**config.mk**
```make
export PLATFORM = sky130hd
export DESIGN_NAME = cpu_dedicated_register_set
export DESIGN_NICKNAME = d
export VERILOG_FILES = /design/src/design/cpu_regs_pkg.sv /design/src/design/cpu_dedicated_register_set.sv
export SDC_FILE = /design/constraint.sdc
export NUM_CORES = 2
export LEC_CHECK = 0
export BUFFER_PORTS_ARGS = -buffer_cell sky130_fd_sc_hd__buf_4
export CORE_ASPECT_RATIO = 1.1
export CORE_UTILIZATION = 27
export CTS_BUF_LIST = sky130_fd_sc_hd__clkbuf_16
export CTS_CLUSTER_SIZE = 30
export DETAILED_ROUTE_END_ITERATION = 10
export PLACE_DENSITY = 0.4
export SLEW_MARGIN = 20
export SYNTH_ARGS = -nofsm -noshare
export SYNTH_HDL_FRONTEND = slang
export SYNTH_SLANG_ARGS = --single-unit
export TNS_END_PERCENT = 1
```
**constraint.sdc**
```tcl
create_clock -name core_clk_i -period 5 [get_ports core_clk_i]
set_clock_uncertainty 0.05 [all_clocks]
set_input_delay 1 -clock core_clk_i [delete_from_list [all_inputs] [get_ports core_clk_i]]
set_output_delay 1 -clock core_clk_i [all_outputs]
set_load 0.02 [all_outputs]
```
**src/design/cpu_regs_pkg.sv**
```systemverilog
// constants, types and field layout for the cpu dedicated register set.
// assumes one 40 mhz core clock and a 32-bit axi4-lite register bus.

package cpu_regs_pkg;

   // ----------------------------------------------------------------
   // bus address map (byte addresses, 12-bit window)
   // ----------------------------------------------------------------
   localparam int unsigned   AXI_ADDR_W   = 12;
   localparam logic [11:0]   OFS_IP       = 12'h000;
   localparam logic [11:0]   OFS_PRI      = 12'h004;
   localparam logic [11:0]   OFS_SEC      = 12'h008;
   localparam logic [11:0]   OFS_OFF      = 12'h00C;
   localparam logic [11:0]   OFS_AUX      = 12'h010;
   localparam logic [11:0]   OFS_STK      = 12'h014;
   localparam logic [11:0]   OFS_STAT     = 12'h018;
   localparam logic [11:0]   OFS_GP_BASE  = 12'h400;  // 256 words, 1 byte each
   localparam logic [1:0]    RESP_OKAY    = 2'b00;
   localparam logic [1:0]    RESP_DECERR  = 2'b11;

   // ----------------------------------------------------------------
   // status word layout: bank pointer high byte, condition byte low
   // ----------------------------------------------------------------
   localparam int unsigned   BANK_LSB     = 11;     // upper five bits
   localparam int unsigned   BANK_W       = 5;
   localparam int unsigned   CC_C         = 0;
   localparam int unsigned   CC_V         = 1;
   localparam int unsigned   CC_Z         = 2;
   localparam int unsigned   CC_N         = 3;
   localparam int unsigned   CC_LVL_LO    = 4;      // current_level_low
   localparam int unsigned   CC_LVL_HI    = 5;      // current_level_high
   localparam int unsigned   CC_I         = 6;
   localparam int unsigned   CC_H         = 7;

   // ----------------------------------------------------------------
   // general-purpose register area
   // ----------------------------------------------------------------
   localparam logic [15:0]   GP_PHYS_BASE = 16'h0100;
   localparam int unsigned   GP_PER_BANK  = 8;
   localparam int unsigned   GP_BANKS     = 32;
   localparam int unsigned   GP_DEPTH     = GP_PER_BANK * GP_BANKS;

   // ----------------------------------------------------------------
   // reset values
   // ----------------------------------------------------------------
   localparam logic [15:0]   RST_IP       = 16'h0000;
   localparam logic [15:0]   RST_WORK     = 16'h0000;
   localparam logic [15:0]   RST_PTR      = 16'h0000;
   localparam logic [15:0]   RST_STAT     = 16'h0030;  // level 3, ie clear
   localparam logic [7:0]    RST_GP       = 8'h00;

   // ----------------------------------------------------------------
   // types
   // ----------------------------------------------------------------
   typedef enum logic [2:0] {
      SEL_IP   = 3'h0,
      SEL_PRI  = 3'h1,
      SEL_SEC  = 3'h2,
      SEL_OFF  = 3'h3,
      SEL_AUX  = 3'h4,
      SEL_STK  = 3'h5,
      SEL_STAT = 3'h6
   } reg_sel_t;

   typedef enum logic [2:0] {
      ALU_ADD  = 3'h0,
      ALU_ADDC = 3'h1,
      ALU_SUB  = 3'h2,
      ALU_SUBC = 3'h3,
      ALU_SHL  = 3'h4,
      ALU_SHR  = 3'h5,
      ALU_ROLC = 3'h6,
      ALU_RORC = 3'h7
   } alu_op_t;

   typedef struct packed {
      logic [15:0] ip;
      logic [15:0] pri;
      logic [15:0] sec;
      logic [15:0] off;
      logic [15:0] aux;
      logic [15:0] stk;
      logic [15:0] stat;
   } cpu_regs_t;

   typedef struct packed {
      logic        en;
      reg_sel_t    sel;
      logic        byte_wide;
      logic [15:0] data;
   } core_wr_t;

   typedef struct packed {
      logic [7:0]  res;
      logic        h;
      logic        n;
      logic        z;
      logic        v;
      logic        c;
   } alu_out_t;

   typedef struct packed {
      logic        hit_reg;
      logic        hit_gp;
      reg_sel_t    sel;
      logic [7:0]  idx;
   } addr_dec_t;

endpackage

```
**src/design/cpu_dedicated_register_set.sv**
```systemverilog
// dedicated register set of an 8-bit cpu core: instruction pointer,
// work registers, pointers, status word and banked general registers.
// assumes the execution logic on the same clock drives the core port
// and a host reaches every register over axi4-lite.
//
// Behaviour
// - a 16-bit instruction pointer gives the fetch position.
// - 16-bit primary work register; byte ops touch only its low byte.
// - 16-bit secondary work register is the second operand, low byte.
// - a 16-bit offset register modifies addresses for indexing.
// - a 16-bit auxiliary pointer selects a memory location.
// - a 16-bit stack pointer locates the stack area.
// - status word: high byte bank pointer, low byte condition byte.
// - the bank pointer picks the active general register bank.
// - half carry follows carry or borrow between bits 3 and 4.
// - interrupt enable flag one allows interrupts, zero blocks them.
// - reset clears the interrupt enable flag.
// - accept a request only if strictly above the current level.
// - level codes: lower code is higher priority, 11 is level 3.
// - negative flag copies the result msb.
// - zero flag set for a zero result, clear otherwise.
// - overflow flag set on two's complement overflow.
// - carry flag follows carry or borrow out of bit 7.
// - on shifts the carry flag takes the bit shifted out.
// - general registers are 8 bits, eight per bank, 32 banks.

`timescale 1ns/1ps
`default_nettype none

module cpu_dedicated_register_set (
   input  wire logic                        core_clk_i,
   input  wire logic                        rst_i,
   // axi4-lite slave
   input  wire logic [11:0]                 s_axi_awaddr_i,
   input  wire logic                        s_axi_awvalid_i,
   output logic                             s_axi_awready_o,
   input  wire logic [31:0]                 s_axi_wdata_i,
   input  wire logic [3:0]                  s_axi_wstrb_i,
   input  wire logic                        s_axi_wvalid_i,
   output logic                             s_axi_wready_o,
   output logic [1:0]                       s_axi_bresp_o,
   output logic                             s_axi_bvalid_o,
   input  wire logic                        s_axi_bready_i,
   input  wire logic [11:0]                 s_axi_araddr_i,
   input  wire logic                        s_axi_arvalid_i,
   output logic                             s_axi_arready_o,
   output logic [31:0]                      s_axi_rdata_o,
   output logic [1:0]                       s_axi_rresp_o,
   output logic                             s_axi_rvalid_o,
   input  wire logic                        s_axi_rready_i,
   // execution logic side
   input  wire logic                        ip_load_i,
   input  wire logic                        ip_step_i,
   input  wire logic [15:0]                 ip_value_i,
   input  wire cpu_regs_pkg::core_wr_t      core_wr_i,
   input  wire logic                        alu_go_i,
   input  wire cpu_regs_pkg::alu_op_t       alu_op_i,
   input  wire logic                        gp_wr_i,
   input  wire logic [2:0]                  gp_num_i,
   input  wire logic [7:0]                  gp_wdata_i,
   output logic [7:0]                       gp_rdata_o,
   output logic [15:0]                      gp_addr_o,
   input  wire logic                        irq_req_i,
   input  wire logic [1:0]                  irq_level_i,
   output logic                             irq_accept_o,
   output cpu_regs_pkg::cpu_regs_t          regs_o
);

   // ----------------------------------------------------------------
   // functions
   // ----------------------------------------------------------------

   // pick one dedicated register by selector
   function automatic logic [15:0] get_reg(
      input cpu_regs_pkg::cpu_regs_t r,
      input cpu_regs_pkg::reg_sel_t  s
   );
      logic [15:0] v;
      v = 16'h0000;
      case (s)
         cpu_regs_pkg::SEL_IP:   v = r.ip;
         cpu_regs_pkg::SEL_PRI:  v = r.pri;
         cpu_regs_pkg::SEL_SEC:  v = r.sec;
         cpu_regs_pkg::SEL_OFF:  v = r.off;
         cpu_regs_pkg::SEL_AUX:  v = r.aux;
         cpu_regs_pkg::SEL_STK:  v = r.stk;
         cpu_regs_pkg::SEL_STAT: v = r.stat;
         default:                v = 16'h0000;
      endcase
      return v;
   endfunction

   // replace one dedicated register by selector
   function automatic cpu_regs_pkg::cpu_regs_t put_reg(
      input cpu_regs_pkg::cpu_regs_t r,
      input cpu_regs_pkg::reg_sel_t  s,
      input logic [15:0]             v
   );
      cpu_regs_pkg::cpu_regs_t o;
      o = r;
      case (s)
         cpu_regs_pkg::SEL_IP:   o.ip   = v;
         cpu_regs_pkg::SEL_PRI:  o.pri  = v;
         cpu_regs_pkg::SEL_SEC:  o.sec  = v;
         cpu_regs_pkg::SEL_OFF:  o.off  = v;
         cpu_regs_pkg::SEL_AUX:  o.aux  = v;
         cpu_regs_pkg::SEL_STK:  o.stk  = v;
         cpu_regs_pkg::SEL_STAT: o.stat = v;
         default:                o      = r;
      endcase
      return o;
   endfunction

   // bus address decode, shared by the write and read channels
   function automatic cpu_regs_pkg::addr_dec_t decode(
      input logic [11:0] a
   );
      cpu_regs_pkg::addr_dec_t d;
      d.hit_reg = (a[11:5] == 7'h00) &&
                  (a[4:2] <= cpu_regs_pkg::OFS_STAT[4:2]);
      d.hit_gp  = (a[11:10] == cpu_regs_pkg::OFS_GP_BASE[11:10]);
      d.sel     = cpu_regs_pkg::reg_sel_t'(a[4:2]);
      d.idx     = a[9:2];
      return d;
   endfunction

   // byte-lane merge for a 16-bit register
   function automatic logic [15:0] merge_strb(
      input logic [15:0] old,
      input logic [15:0] nw,
      input logic [1:0]  strb
   );
      merge_strb = {strb[1] ? nw[15:8] : old[15:8],
                    strb[0] ? nw[7:0]  : old[7:0]};
   endfunction

   // 8-bit arithmetic and shift with condition flags
   function automatic cpu_regs_pkg::alu_out_t alu(
      input cpu_regs_pkg::alu_op_t op,
      input logic [7:0]            a,
      input logic [7:0]            b,
      input logic                  cin,
      input logic                  hold_h
   );
      cpu_regs_pkg::alu_out_t o;
      logic [8:0] wide;
      logic [4:0] nib;
      logic       ci;
      ci   = (op == cpu_regs_pkg::ALU_ADDC || op == cpu_regs_pkg::ALU_SUBC)
             ? cin : 1'b0;
      wide = 9'h000;
      nib  = 5'h00;
      o.h  = hold_h;
      o.v  = 1'b0;
      case (op)
         cpu_regs_pkg::ALU_ADD, cpu_regs_pkg::ALU_ADDC: begin
            wide = {1'b0, a} + {1'b0, b} + {8'h00, ci};
            nib  = {1'b0, a[3:0]} + {1'b0, b[3:0]} + {4'h0, ci};
            o.h  = nib[4];
            o.v  = (a[7] == b[7]) && (wide[7] != a[7]);
         end
         cpu_regs_pkg::ALU_SUB, cpu_regs_pkg::ALU_SUBC: begin
            wide = {1'b0, a} - {1'b0, b} - {8'h00, ci};
            nib  = {1'b0, a[3:0]} - {1'b0, b[3:0]} - {4'h0, ci};
            o.h  = nib[4];
            o.v  = (a[7] != b[7]) && (wide[7] != a[7]);
         end
         // shifts put the bit shifted out into bit 8
         cpu_regs_pkg::ALU_SHL:  wide = {a, 1'b0};
         cpu_regs_pkg::ALU_SHR:  wide = {a[0], 1'b0, a[7:1]};
         cpu_regs_pkg::ALU_ROLC: wide = {a, cin};
         cpu_regs_pkg::ALU_RORC: wide = {a[0], cin, a[7:1]};
         default:                wide = 9'h000;
      endcase
      o.res = wide[7:0];
      o.c   = wide[8];
      o.n   = wide[7];
      o.z   = (wide[7:0] == 8'h00);
      return o;
   endfunction

   // ----------------------------------------------------------------
   // state
   // ----------------------------------------------------------------
   cpu_regs_pkg::cpu_regs_t  regs_r;
   cpu_regs_pkg::cpu_regs_t  regs_nxt;
   logic [7:0]               gp_mem_r [cpu_regs_pkg::GP_DEPTH];
   logic [7:0]               gp_rdata_r;
   logic                     bvalid_r;
   logic [1:0]               bresp_r;
   logic                     rvalid_r;
   logic [1:0]               rresp_r;
   logic [31:0]              rdata_r;

   // ----------------------------------------------------------------
   // decode and handshakes
   // ----------------------------------------------------------------
   cpu_regs_pkg::addr_dec_t  wdec;
   cpu_regs_pkg::addr_dec_t  rdec;
   cpu_regs_pkg::alu_out_t   alu_res;
   wire logic                wr_take;
   wire logic                rd_take;
   wire logic                bus_reg_wr;
   wire logic                bus_gp_wr;
   wire logic [4:0]          bank;
   wire logic [7:0]          core_gp_idx;
   wire logic [1:0]          cur_level;

   // address and data are taken together so the response can follow
   // both; a second write waits until the response is accepted
   assign wr_take     = s_axi_awvalid_i && s_axi_wvalid_i && !bvalid_r;
   assign rd_take     = s_axi_arvalid_i && !rvalid_r;
   assign wdec        = decode(s_axi_awaddr_i);
   assign rdec        = decode(s_axi_araddr_i);
   assign bus_reg_wr  = wr_take && wdec.hit_reg;
   assign bus_gp_wr   = wr_take && wdec.hit_gp && s_axi_wstrb_i[0];

   // banked register addressing from the high status byte
   assign bank        = regs_r.stat[cpu_regs_pkg::BANK_LSB +:
                                    cpu_regs_pkg::BANK_W];
   assign core_gp_idx = {bank, gp_num_i};
   assign gp_addr_o   = cpu_regs_pkg::GP_PHYS_BASE +
                        {8'h00, core_gp_idx};

   // alu works on the low bytes of the two work registers
   assign alu_res     = alu(alu_op_i, regs_r.pri[7:0], regs_r.sec[7:0],
                            regs_r.stat[cpu_regs_pkg::CC_C],
                            regs_r.stat[cpu_regs_pkg::CC_H]);

   // interrupt gate: lower code is more urgent, so strictly less wins
   assign cur_level    = {regs_r.stat[cpu_regs_pkg::CC_LVL_HI],
                          regs_r.stat[cpu_regs_pkg::CC_LVL_LO]};
   assign irq_accept_o = regs_r.stat[cpu_regs_pkg::CC_I] &&
                         irq_req_i &&
                         (irq_level_i < cur_level);

   assign s_axi_awready_o = wr_take;
   assign s_axi_wready_o  = wr_take;
   assign s_axi_arready_o = rd_take;
   assign s_axi_bvalid_o  = bvalid_r;
   assign s_axi_bresp_o   = bresp_r;
   assign s_axi_rvalid_o  = rvalid_r;
   assign s_axi_rresp_o   = rresp_r;
   assign s_axi_rdata_o   = rdata_r;
   assign gp_rdata_o      = gp_rdata_r;
   assign regs_o          = regs_r;

   // ----------------------------------------------------------------
   // next register values
   // ----------------------------------------------------------------

   // priority low to high: bus write, core write, alu, pointer step;
   // the execution logic owns the registers while it runs, so the
   // bus only wins when the core leaves a register alone
   always_comb begin
      regs_nxt = regs_r;
      if (bus_reg_wr) begin
         regs_nxt = put_reg(regs_nxt, wdec.sel,
                            merge_strb(get_reg(regs_r, wdec.sel),
                                       s_axi_wdata_i[15:0],
                                       s_axi_wstrb_i[1:0]));
      end
      if (core_wr_i.en) begin
         // byte-wide writes keep the high byte
         regs_nxt = put_reg(regs_nxt, core_wr_i.sel,
                            merge_strb(get_reg(regs_r, core_wr_i.sel),
                                       core_wr_i.data,
                                       {!core_wr_i.byte_wide, 1'b1}));
      end
      if (alu_go_i) begin
         regs_nxt.pri[7:0]                  = alu_res.res;
         regs_nxt.stat[cpu_regs_pkg::CC_H] = alu_res.h;
         regs_nxt.stat[cpu_regs_pkg::CC_N] = alu_res.n;
         regs_nxt.stat[cpu_regs_pkg::CC_Z] = alu_res.z;
         regs_nxt.stat[cpu_regs_pkg::CC_V] = alu_res.v;
         regs_nxt.stat[cpu_regs_pkg::CC_C] = alu_res.c;
      end
      if (ip_load_i) begin
         regs_nxt.ip = ip_value_i;
      end else if (ip_step_i) begin
         regs_nxt.ip = regs_r.ip + 16'h0001;
      end
   end

   // ----------------------------------------------------------------
   // dedicated registers
   // ----------------------------------------------------------------

   // reset leaves interrupts blocked until software sets the flag
   always_ff @(posedge core_clk_i) begin
      if (rst_i) begin
         regs_r.ip   <= cpu_regs_pkg::RST_IP;
         regs_r.pri  <= cpu_regs_pkg::RST_WORK;
         regs_r.sec  <= cpu_regs_pkg::RST_WORK;
         regs_r.off  <= cpu_regs_pkg::RST_PTR;
         regs_r.aux  <= cpu_regs_pkg::RST_PTR;
         regs_r.stk  <= cpu_regs_pkg::RST_PTR;
         regs_r.stat <= cpu_regs_pkg::RST_STAT;
      end else begin
         regs_r <= regs_nxt;
      end
   end

   // ----------------------------------------------------------------
   // general register banks
   // ----------------------------------------------------------------

   // core write has priority over a bus write in the same cycle
   always_ff @(posedge core_clk_i) begin
      if (rst_i) begin
         for (int i = 0; i < cpu_regs_pkg::GP_DEPTH; i++) begin
            gp_mem_r[i] <= cpu_regs_pkg::RST_GP;
         end
      end else if (gp_wr_i) begin
         gp_mem_r[core_gp_idx] <= gp_wdata_i;
      end else if (bus_gp_wr) begin
         gp_mem_r[wdec.idx] <= s_axi_wdata_i[7:0];
      end
   end

   // read data lags the register number by one cycle
   always_ff @(posedge core_clk_i) begin
      if (rst_i) begin
         gp_rdata_r <= cpu_regs_pkg::RST_GP;
      end else begin
         gp_rdata_r <= gp_mem_r[core_gp_idx];
      end
   end

   // ----------------------------------------------------------------
   // bus responses
   // ----------------------------------------------------------------

   // write response: held until bready
   always_ff @(posedge core_clk_i) begin
      if (rst_i) begin
         bvalid_r <= 1'b0;
         bresp_r  <= cpu_regs_pkg::RESP_OKAY;
      end else if (wr_take) begin
         bvalid_r <= 1'b1;
         bresp_r  <= (wdec.hit_reg || wdec.hit_gp) ?
                     cpu_regs_pkg::RESP_OKAY : cpu_regs_pkg::RESP_DECERR;
      end else if (s_axi_bready_i) begin
         bvalid_r <= 1'b0;
      end
   end

   // read response: sampled state of the cycle the address is taken
   always_ff @(posedge core_clk_i) begin
      if (rst_i) begin
         rvalid_r <= 1'b0;
         rresp_r  <= cpu_regs_pkg::RESP_OKAY;
         rdata_r  <= 32'h0000_0000;
      end else if (rd_take) begin
         rvalid_r <= 1'b1;
         rresp_r  <= (rdec.hit_reg || rdec.hit_gp) ?
                     cpu_regs_pkg::RESP_OKAY : cpu_regs_pkg::RESP_DECERR;
         rdata_r  <= rdec.hit_reg ? {16'h0000, get_reg(regs_r, rdec.sel)} :
                     rdec.hit_gp  ? {24'h00_0000, gp_mem_r[rdec.idx]} :
                                    32'h0000_0000;
      end else if (s_axi_rready_i) begin
         rvalid_r <= 1'b0;
      end
   end

endmodule

`default_nettype wire

```
Word-level counts from Yosys, hierarchy flattened
Memories as Yosys holds them, arrays and structs flattened. A register that Yosys moved wholly into a read port is not among the register bits.
Index checks and enable logic that the tools add are counted.
- register bits: 150
- bits in latches: 0
- RAM bits: 2048
- bits in read-only memories: 0
- bits of input ports: 125
- output and inout port bits: 178
- word-level logic and storage cells: 143
- memories: 1
- $add $sub $neg: 10
- multiply operators: 0
- divide/modulo/power cells: 0
- magnitude comparators: 3
- equal/unequal tests: 32
- shifts and indexed selects: 0
- mux-type cells: 54
- bitwise gates (word level): 0
- reductions and logical operators: 30
- memory list (memory ; depth ; bits a word ; rd ports ; clocked after memory_dff ; write ports ; line ; source):
    gp_mem_r ; 256 ; 8 ; 2 ; 1 ; 256 ; cpu_dedicated_register_set.sv:187 ; logic [7:0] gp_mem_r [cpu_regs_pkg::GP_DEPTH];
- operator list (kind ; count):
    16-bit 2-to-1 mux ; 17
    112-bit 2-to-1 mux ; 2
    16-bit one-hot mux with 6 select lines ; 2
    16-bit one-hot mux with 7 select lines ; 1
    8-bit 2-to-1 mux ; 9
    9-bit one-hot mux with 6 select lines ; 1
    3-bit == test, second input constant ; 13
    3-bit by 2-bit == test with 1-bit output, second input constant ; 8
    1-bit 2-to-1 mux ; 17
    16-bit by 1-bit adder with 16-bit output, second input constant ; 1
    8-bit OR reduction ; 2
    7-bit zero test ; 2
    3-bit by 1-bit == test with 1-bit output, second input constant ; 4
    1-bit logical AND ; 12
    3-bit zero test ; 4
    9-bit by 8-bit adder with 10-bit output, first input constant ; 1
    8-bit by 8-bit adder with 9-bit output ; 1
    9-bit by 1-bit adder with 9-bit output ; 1
    8-bit by 8-bit subtractor with 9-bit output ; 1
    9-bit by 1-bit subtractor with 9-bit output ; 1
    8-bit zero test ; 1
    3-bit <= comparator, second input constant ; 2
    4-bit by 4-bit adder with 5-bit output ; 1
    5-bit by 1-bit adder with 5-bit output ; 1
    other kinds (14) ; 24

Logic depth before layout (Yosys ltp)
- depth after elaboration: 10
- depth in mapped cells: 14
- gate-level depth less buffers: 14

Least setup slack after synthesis
No wires, ideal clock.
- path kind: input-to-reg
- start: input alu_op_i[0]
- end: register regs_r (netlist bit regs_o[2])
- library setup time: 0.116 ns
- data arrival time: 4.053 ns
- required time: 4.834 ns
- slack: 0.780 ns
- cell stages on the path: 14
- path buffers: 1
- cell sequence: buf_1 -> nand3_1 -> fa_1 -> inv_1 -> ha_1 -> or2_2 -> fa_1 -> nand2b_1 -> a21oi_1 -> xor2_1 -> o211ai_1 -> o21ai_0 -> and3_1 -> a41o_1
- word-level cells in the longest chain between the ends: 7
- elaborated cells between the ends (all ways): 17
- those cells by class: 2 x add/sub; 7 x eq/ne; 3 x mux; 5 x reduce/logical
- ends and longest elaborated chain (what ; line ; source):
    start: declaration ; cpu_dedicated_register_set.sv:57 ; input wire cpu_regs_pkg::alu_op_t alu_op_i,
    3-bit by 1-bit == test with 1-bit output / 3-bit by 2-bit == test with 1-bit output (equally long branches) ; cpu_dedicated_register_set.sv:149, cpu_dedicated_register_set.sv:155 ;
    1-bit logical OR ; cpu_dedicated_register_set.sv:149 ; ci = (op == cpu_regs_pkg::ALU_ADDC || op == cpu_regs_pkg::ALU_SUBC)
    1-bit 2-to-1 mux ; cpu_dedicated_register_set.sv:150 ; ? cin : 1'b0;
    9-bit by 1-bit subtractor with 9-bit output / 9-bit by 1-bit adder with 9-bit output (equally long branches) ; cpu_dedicated_register_set.sv:163, cpu_dedicated_register_set.sv:157 ;
    9-bit one-hot mux with 6 select lines * ; cpu_dedicated_register_set.sv:155 ; case (op)
    8-bit zero test * ; cpu_dedicated_register_set.sv:178 ; o.z = (wide[7:0] == 8'h00);
    4-bit 2-to-1 mux * ; cpu_dedicated_register_set.sv:270 ; if (alu_go_i) begin
    end signal: assignment ; cpu_dedicated_register_set.sv:300 ; regs_r <= regs_nxt;
    end: declaration ; cpu_dedicated_register_set.sv:185 ; cpu_regs_pkg::cpu_regs_t regs_r;
Mark *: on every way between the ends. The rest lies on a longest branch, timed or not.
A chain may end at the register's enable or synchronous reset.

Final worst setup path
- start: input s_axi_araddr_i[2]
- end: register rdata_r[1], in the netlist s_axi_rdata_o[1]
- word-level cells in the longest chain between the ends: 3
- elaborated cells between the ends (all ways): 13
- those cells by class: 1 x order compare; 6 x eq/ne; 3 x mux; 2 x reduce/logical; 1 x memory
- ends and longest elaborated chain (what ; line ; source):
    start: declaration ; cpu_dedicated_register_set.sv:44 ; input wire logic [11:0] s_axi_araddr_i,
    memory read 256 x 8 bit, or another cell as far along ; -- ;
    8-bit 2-to-1 mux, or another cell as far along ; cpu_dedicated_register_set.sv:359 ; rdec.hit_gp ? {24'h00_0000, gp_mem_r[rdec.idx]} :
    16-bit 2-to-1 mux * ; cpu_dedicated_register_set.sv:358 ; rdata_r <= rdec.hit_reg ? {16'h0000, get_reg(regs_r, rdec.sel)} :
    end signal: assignment ; cpu_dedicated_register_set.sv:358 ;
    end: declaration ; cpu_dedicated_register_set.sv:193 ; logic [31:0] rdata_r;
Marked as above.

==> metrics.csv <==
stage,metric,value,unit
floorplanning,placementRows,251,
global_routing,antenna_found_initial,26,
floorplanning,die_height,688,um
global_routing,grt_pass1_wl,654,mm
synth,synth_warnings,0,
synth,netlist_instances,8227,
synth,synth_flop_cell,edfxtp_1,
clock_tree,cts_root_buf,clkbuf_16,
floorplanning,die_area,431000,um2
setup_path,crit_chain,buf_8 > buf_12 > buf_4 > mux4_2 > mux4_2 > a222oi_1 > o21ai_0 > o211ai_1 > buf_4 > o21ai_0 > a31o_2,
synth,synth_area_per_cell,14.0,um2
floorplanning,die_w,626,um
clock_tree,clk_latency,0.96,ns
routing,drt_iter0_markers,7553,
setup_path,critical_path_arrival,4.82,ns
routing,drc_errors,0,
routing,drtAntennaViolNets,0,
clock_tree,hold_buffers,0,
placed_design,hpwlAfterDp,340,mm
floorplanning,initial_core_util,27.2,%
timing,fmax,0.247,GHz
routing,wl,476,mm
layout,syn2layout_area_growth,18.1,%
routing,vias_per_cell,5.34,
global_routing,grt_overflow,0,
setup_path,slowest_stage,a222oi_1,
setup_path,crit_required,5.77,ns
timing,hold_viol_final,0,
timing,setup_tns,0,ns
clock_tree,ctsResizeCount,0,
synth,synth_top_area_share,53.2,%
synth,yosys.area.top_type,edfxtp_1,
clock_tree,clk_pin_slew_worst_paths,0.06,ns
pwr,power_density,333,nW/um2
synth,synth_fa_ha_area_share,0.318,%
setup_path,critical-path-max-stage-delay,0.81,ns
synth,synth_area,116000,um2
layout,n_fill_cell,41814,
synth,synth-simple-area-share,10.4,%
pwr,ir_drop,288,uV
setup_path,criticalPathCategory,in2reg,
synth,synth-compound-area-share,3.70,%
clock_tree,cts_sinks,2188,
synth,synth_top_family_by_area,multiplexers,
timing,fin_crit_sh,80.9,%
clock_tree,htreeDepth,4,
pwr,intPower,33.7,mW
global_routing,grt_max_degree,108,
pwr,p_sw_share,26.1,%
setup_path,endpoint_kind,flop,
clock_tree,cts_buffers,246,
synth,synth_edf_count,2048,
pwr,comb_power_share,12.6,%
synth,synth_area_leaders,"edfxtp_1 (53%), mux4_2 (24%), nor2_1 (7.4%)",
placed_design,portBuffers,256,
setup_path,cpLargestDelayFamily,compound AO/OA/AOI/OAI gates,
clock_tree,cts_buffer_depth,4,
job,drv_cap,0,
routing,wire_per_inst,32.6,um
clock_tree,cts_tree,built,
global_routing,grt_pass1_vias,79122,
status,status,"complete, no violations",
timing,slew_viol_final,0,
layout,drive_above_1_share,29.8,%
synth,yosys-mux-area-fraction,26.7,%
timing,worstMarginPinSlew,1.15,ns
routing,vias,77948,
setup_path,start_kind,input port,
floorplanning,io_pins,303,
layout,fin_nets,8833,
pwr,p_seq_share,46.2,%
setup_path,r2r_slack,1.10,ns
floorplanning,core,426000,um2
setup_path,path_max_fanout,14,
synth,ys_ff_latch,2188,
pwr,finalPower,45.5,mW
timing,rsz0062_at_grt,false,
timing,layout_min_cycle_time,4.05,ns
synth,synthArstFlopShare,0,%
routing,drt_first_pass_iters,6,
synth,ys_seq_area_share,55.6,%
timing,slew-limit-headroom,22.9,%
synth,synth-xor-area-share,0.189,%
pwr,p_sw,11.9,mW
synth,synth_cell_types,79,
setup_path,critical_path_buf_inv_count,4,
timing,setup_viol_count_final,0,
clock_tree,cts_setup_buffers,0,
pwr,p_leak,48.3,nW
global_routing,track_usage,21.7,%
pwr,clkPwrFrac,41.2,%
placed_design,gp_congestion,0.910,
worst_hold_path,min_path_type,in2reg,
## logic make-up (layout without fill, tap and decap cells)
logic type	count (synthesis)	count (layout)
simple gates	3075	3075
flops	2188	2188
mux	1510	1510
buf+inv	805	1439
compound gates	595	595
fa+ha+maj	27	27
xor+xnor	25	25
other cells	2	35
## stage by stage
stage	setup WS [ns]	std cells	hold slack [ns]	area [um2]	util, %
after global routing	0.942	14578	0.266	136000	32.1
after floorplan	0.780	8249	0.504	116000	-
final	0.953	14586	0.297	137000	32.1
after CTS	1.01	14575	0.228	136000	32.1
after global placement	0.309	14125	0.426	128000	30.2
after detailed placement	0.344	14125	0.440	128000	30.2
## worst paths after layout
kind,depth (start not counted),endpoint,from
setup reg to reg,8,gp_mem_r[4][7],s_axi_bvalid_o
hold / removal,3,regs_o[110],ip_value_i[14]
hold reg to reg,2,s_axi_bvalid_o,s_axi_bvalid_o
setup / recovery,11,s_axi_rdata_o[1],s_axi_araddr_i[2]
## power by group through the flow
stage | Sequential, mW | Clock [mW] | Combinational, mW
6_report | 21.0 | 18.8 | 5.74
5_1_grt | 21.1 | 19.7 | 5.93
4_1_cts | 21.0 | 19.2 | 5.76
3_5_place_dp | 21.4 | 0 | 5.75
3_3_place_gp | 21.3 | 0 | 5.75
2_1_floorplan | 21.2 | 0 | 3.16
## area by class of cell
class / count / area, um2 / area share [%]
antenna: 11 / 27.5 / 0.0202
multi-input combinational: 5256 / 48100 / 35.3
tap: 5692 / 7120 / 5.22
timing repair buffer: 952 / 8680 / 6.36
clock buffer: 250 / 6260 / 4.58
sequential: 2188 / 64300 / 47.1
clock inverter: 200 / 1830 / 1.34
inverter: 37 / 146 / 0.107
## cells in the mapped netlist (5+ instances only)
| cell | instances |
|---|---|
| or3_1 | 7 |
| xnor2_1 | 15 |
| nand2b_1 | 22 |
| buf_6 | 11 |
| clkbuf_1 | 455 |
| a221o_1 | 10 |
| a221oi_1 | 46 |
| buf_2 | 145 |
| and2_1 | 8 |
| dfxtp_1 | 140 |
| nor3b_1 | 10 |
| o21ai_0 | 62 |
| nand2_1 | 622 |
| o21ai_1 | 15 |
| mux2i_1 | 232 |
| edfxtp_1 | 2048 |
| inv_1 | 35 |
| nor3_2 | 8 |
| o221ai_1 | 21 |
| nor3_1 | 27 |
| nor2_1 | 2264 |
| and3_1 | 16 |
| mux2_2 | 25 |
| buf_4 | 61 |
| mux4_2 | 1253 |
| a211oi_1 | 102 |
| nand3_1 | 25 |
| a22oi_1 | 117 |
| xor2_1 | 10 |
| o22ai_1 | 28 |
| ha_1 | 23 |
| nor4_1 | 7 |
| a22o_1 | 38 |
| a211o_1 | 8 |
| o211ai_1 | 24 |
| a21oi_1 | 70 |
| nor2b_1 | 23 |
| o311ai_0 | 5 |
| a31oi_1 | 11 |
| buf_1 | 95 |
| nand2_2 | 7 |
## tightest hold or removal path: stages
cell	delay, ns
buf_4	0.08
a221oi_1	0.06
nor2_1	0.08
## cells in the final DEF, fill, tap and decap left out, types with 11 or more instances in the layout
cell / instances
a22o_1: 38
nand2b_1: 22
dfxtp_1: 139
and3_1: 16
buf_12: 119
a211oi_1: 102
nor2b_1: 17
nor2_1: 2250
clkinv_1: 53
a22oi_1: 117
mux2i_1: 224
clkinv_2: 41
nand2_1: 622
nor3_1: 24
clkbuf_16: 250
o211ai_1: 24
ha_1: 23
o22ai_1: 28
diode_2: 11
buf_4: 826
o221ai_1: 21
xnor2_1: 15
a31oi_1: 11
o21ai_1: 15
a221oi_1: 46
nand3_1: 25
mux2_2: 25
a21oi_1: 69
o21ai_0: 62
conb_1: 24
edfxtp_1: 2048
bufinv_16: 36
mux4_2: 1253
inv_1: 87
## sequential cells by signal (all words and copies together) (netlist names)
signal,cells
gp_rdata_o,8
s_axi_rdata_o,16
s_axi_bvalid_o,1
regs_o,112
s_axi_bresp_o,1
s_axi_rvalid_o,1
s_axi_rresp_o,1
gp_mem_r,2048
## routing by layer
metal / part of all wire (%) / GRT usage (%)
met1: 40 / 27.6
met2: 49 / 36.9
met3: 6.1 / 3.28
met4: 4.4 / 8.60
met5: 0.0017 / 0
Note: power is estimated with default switching activity, not from simulation.
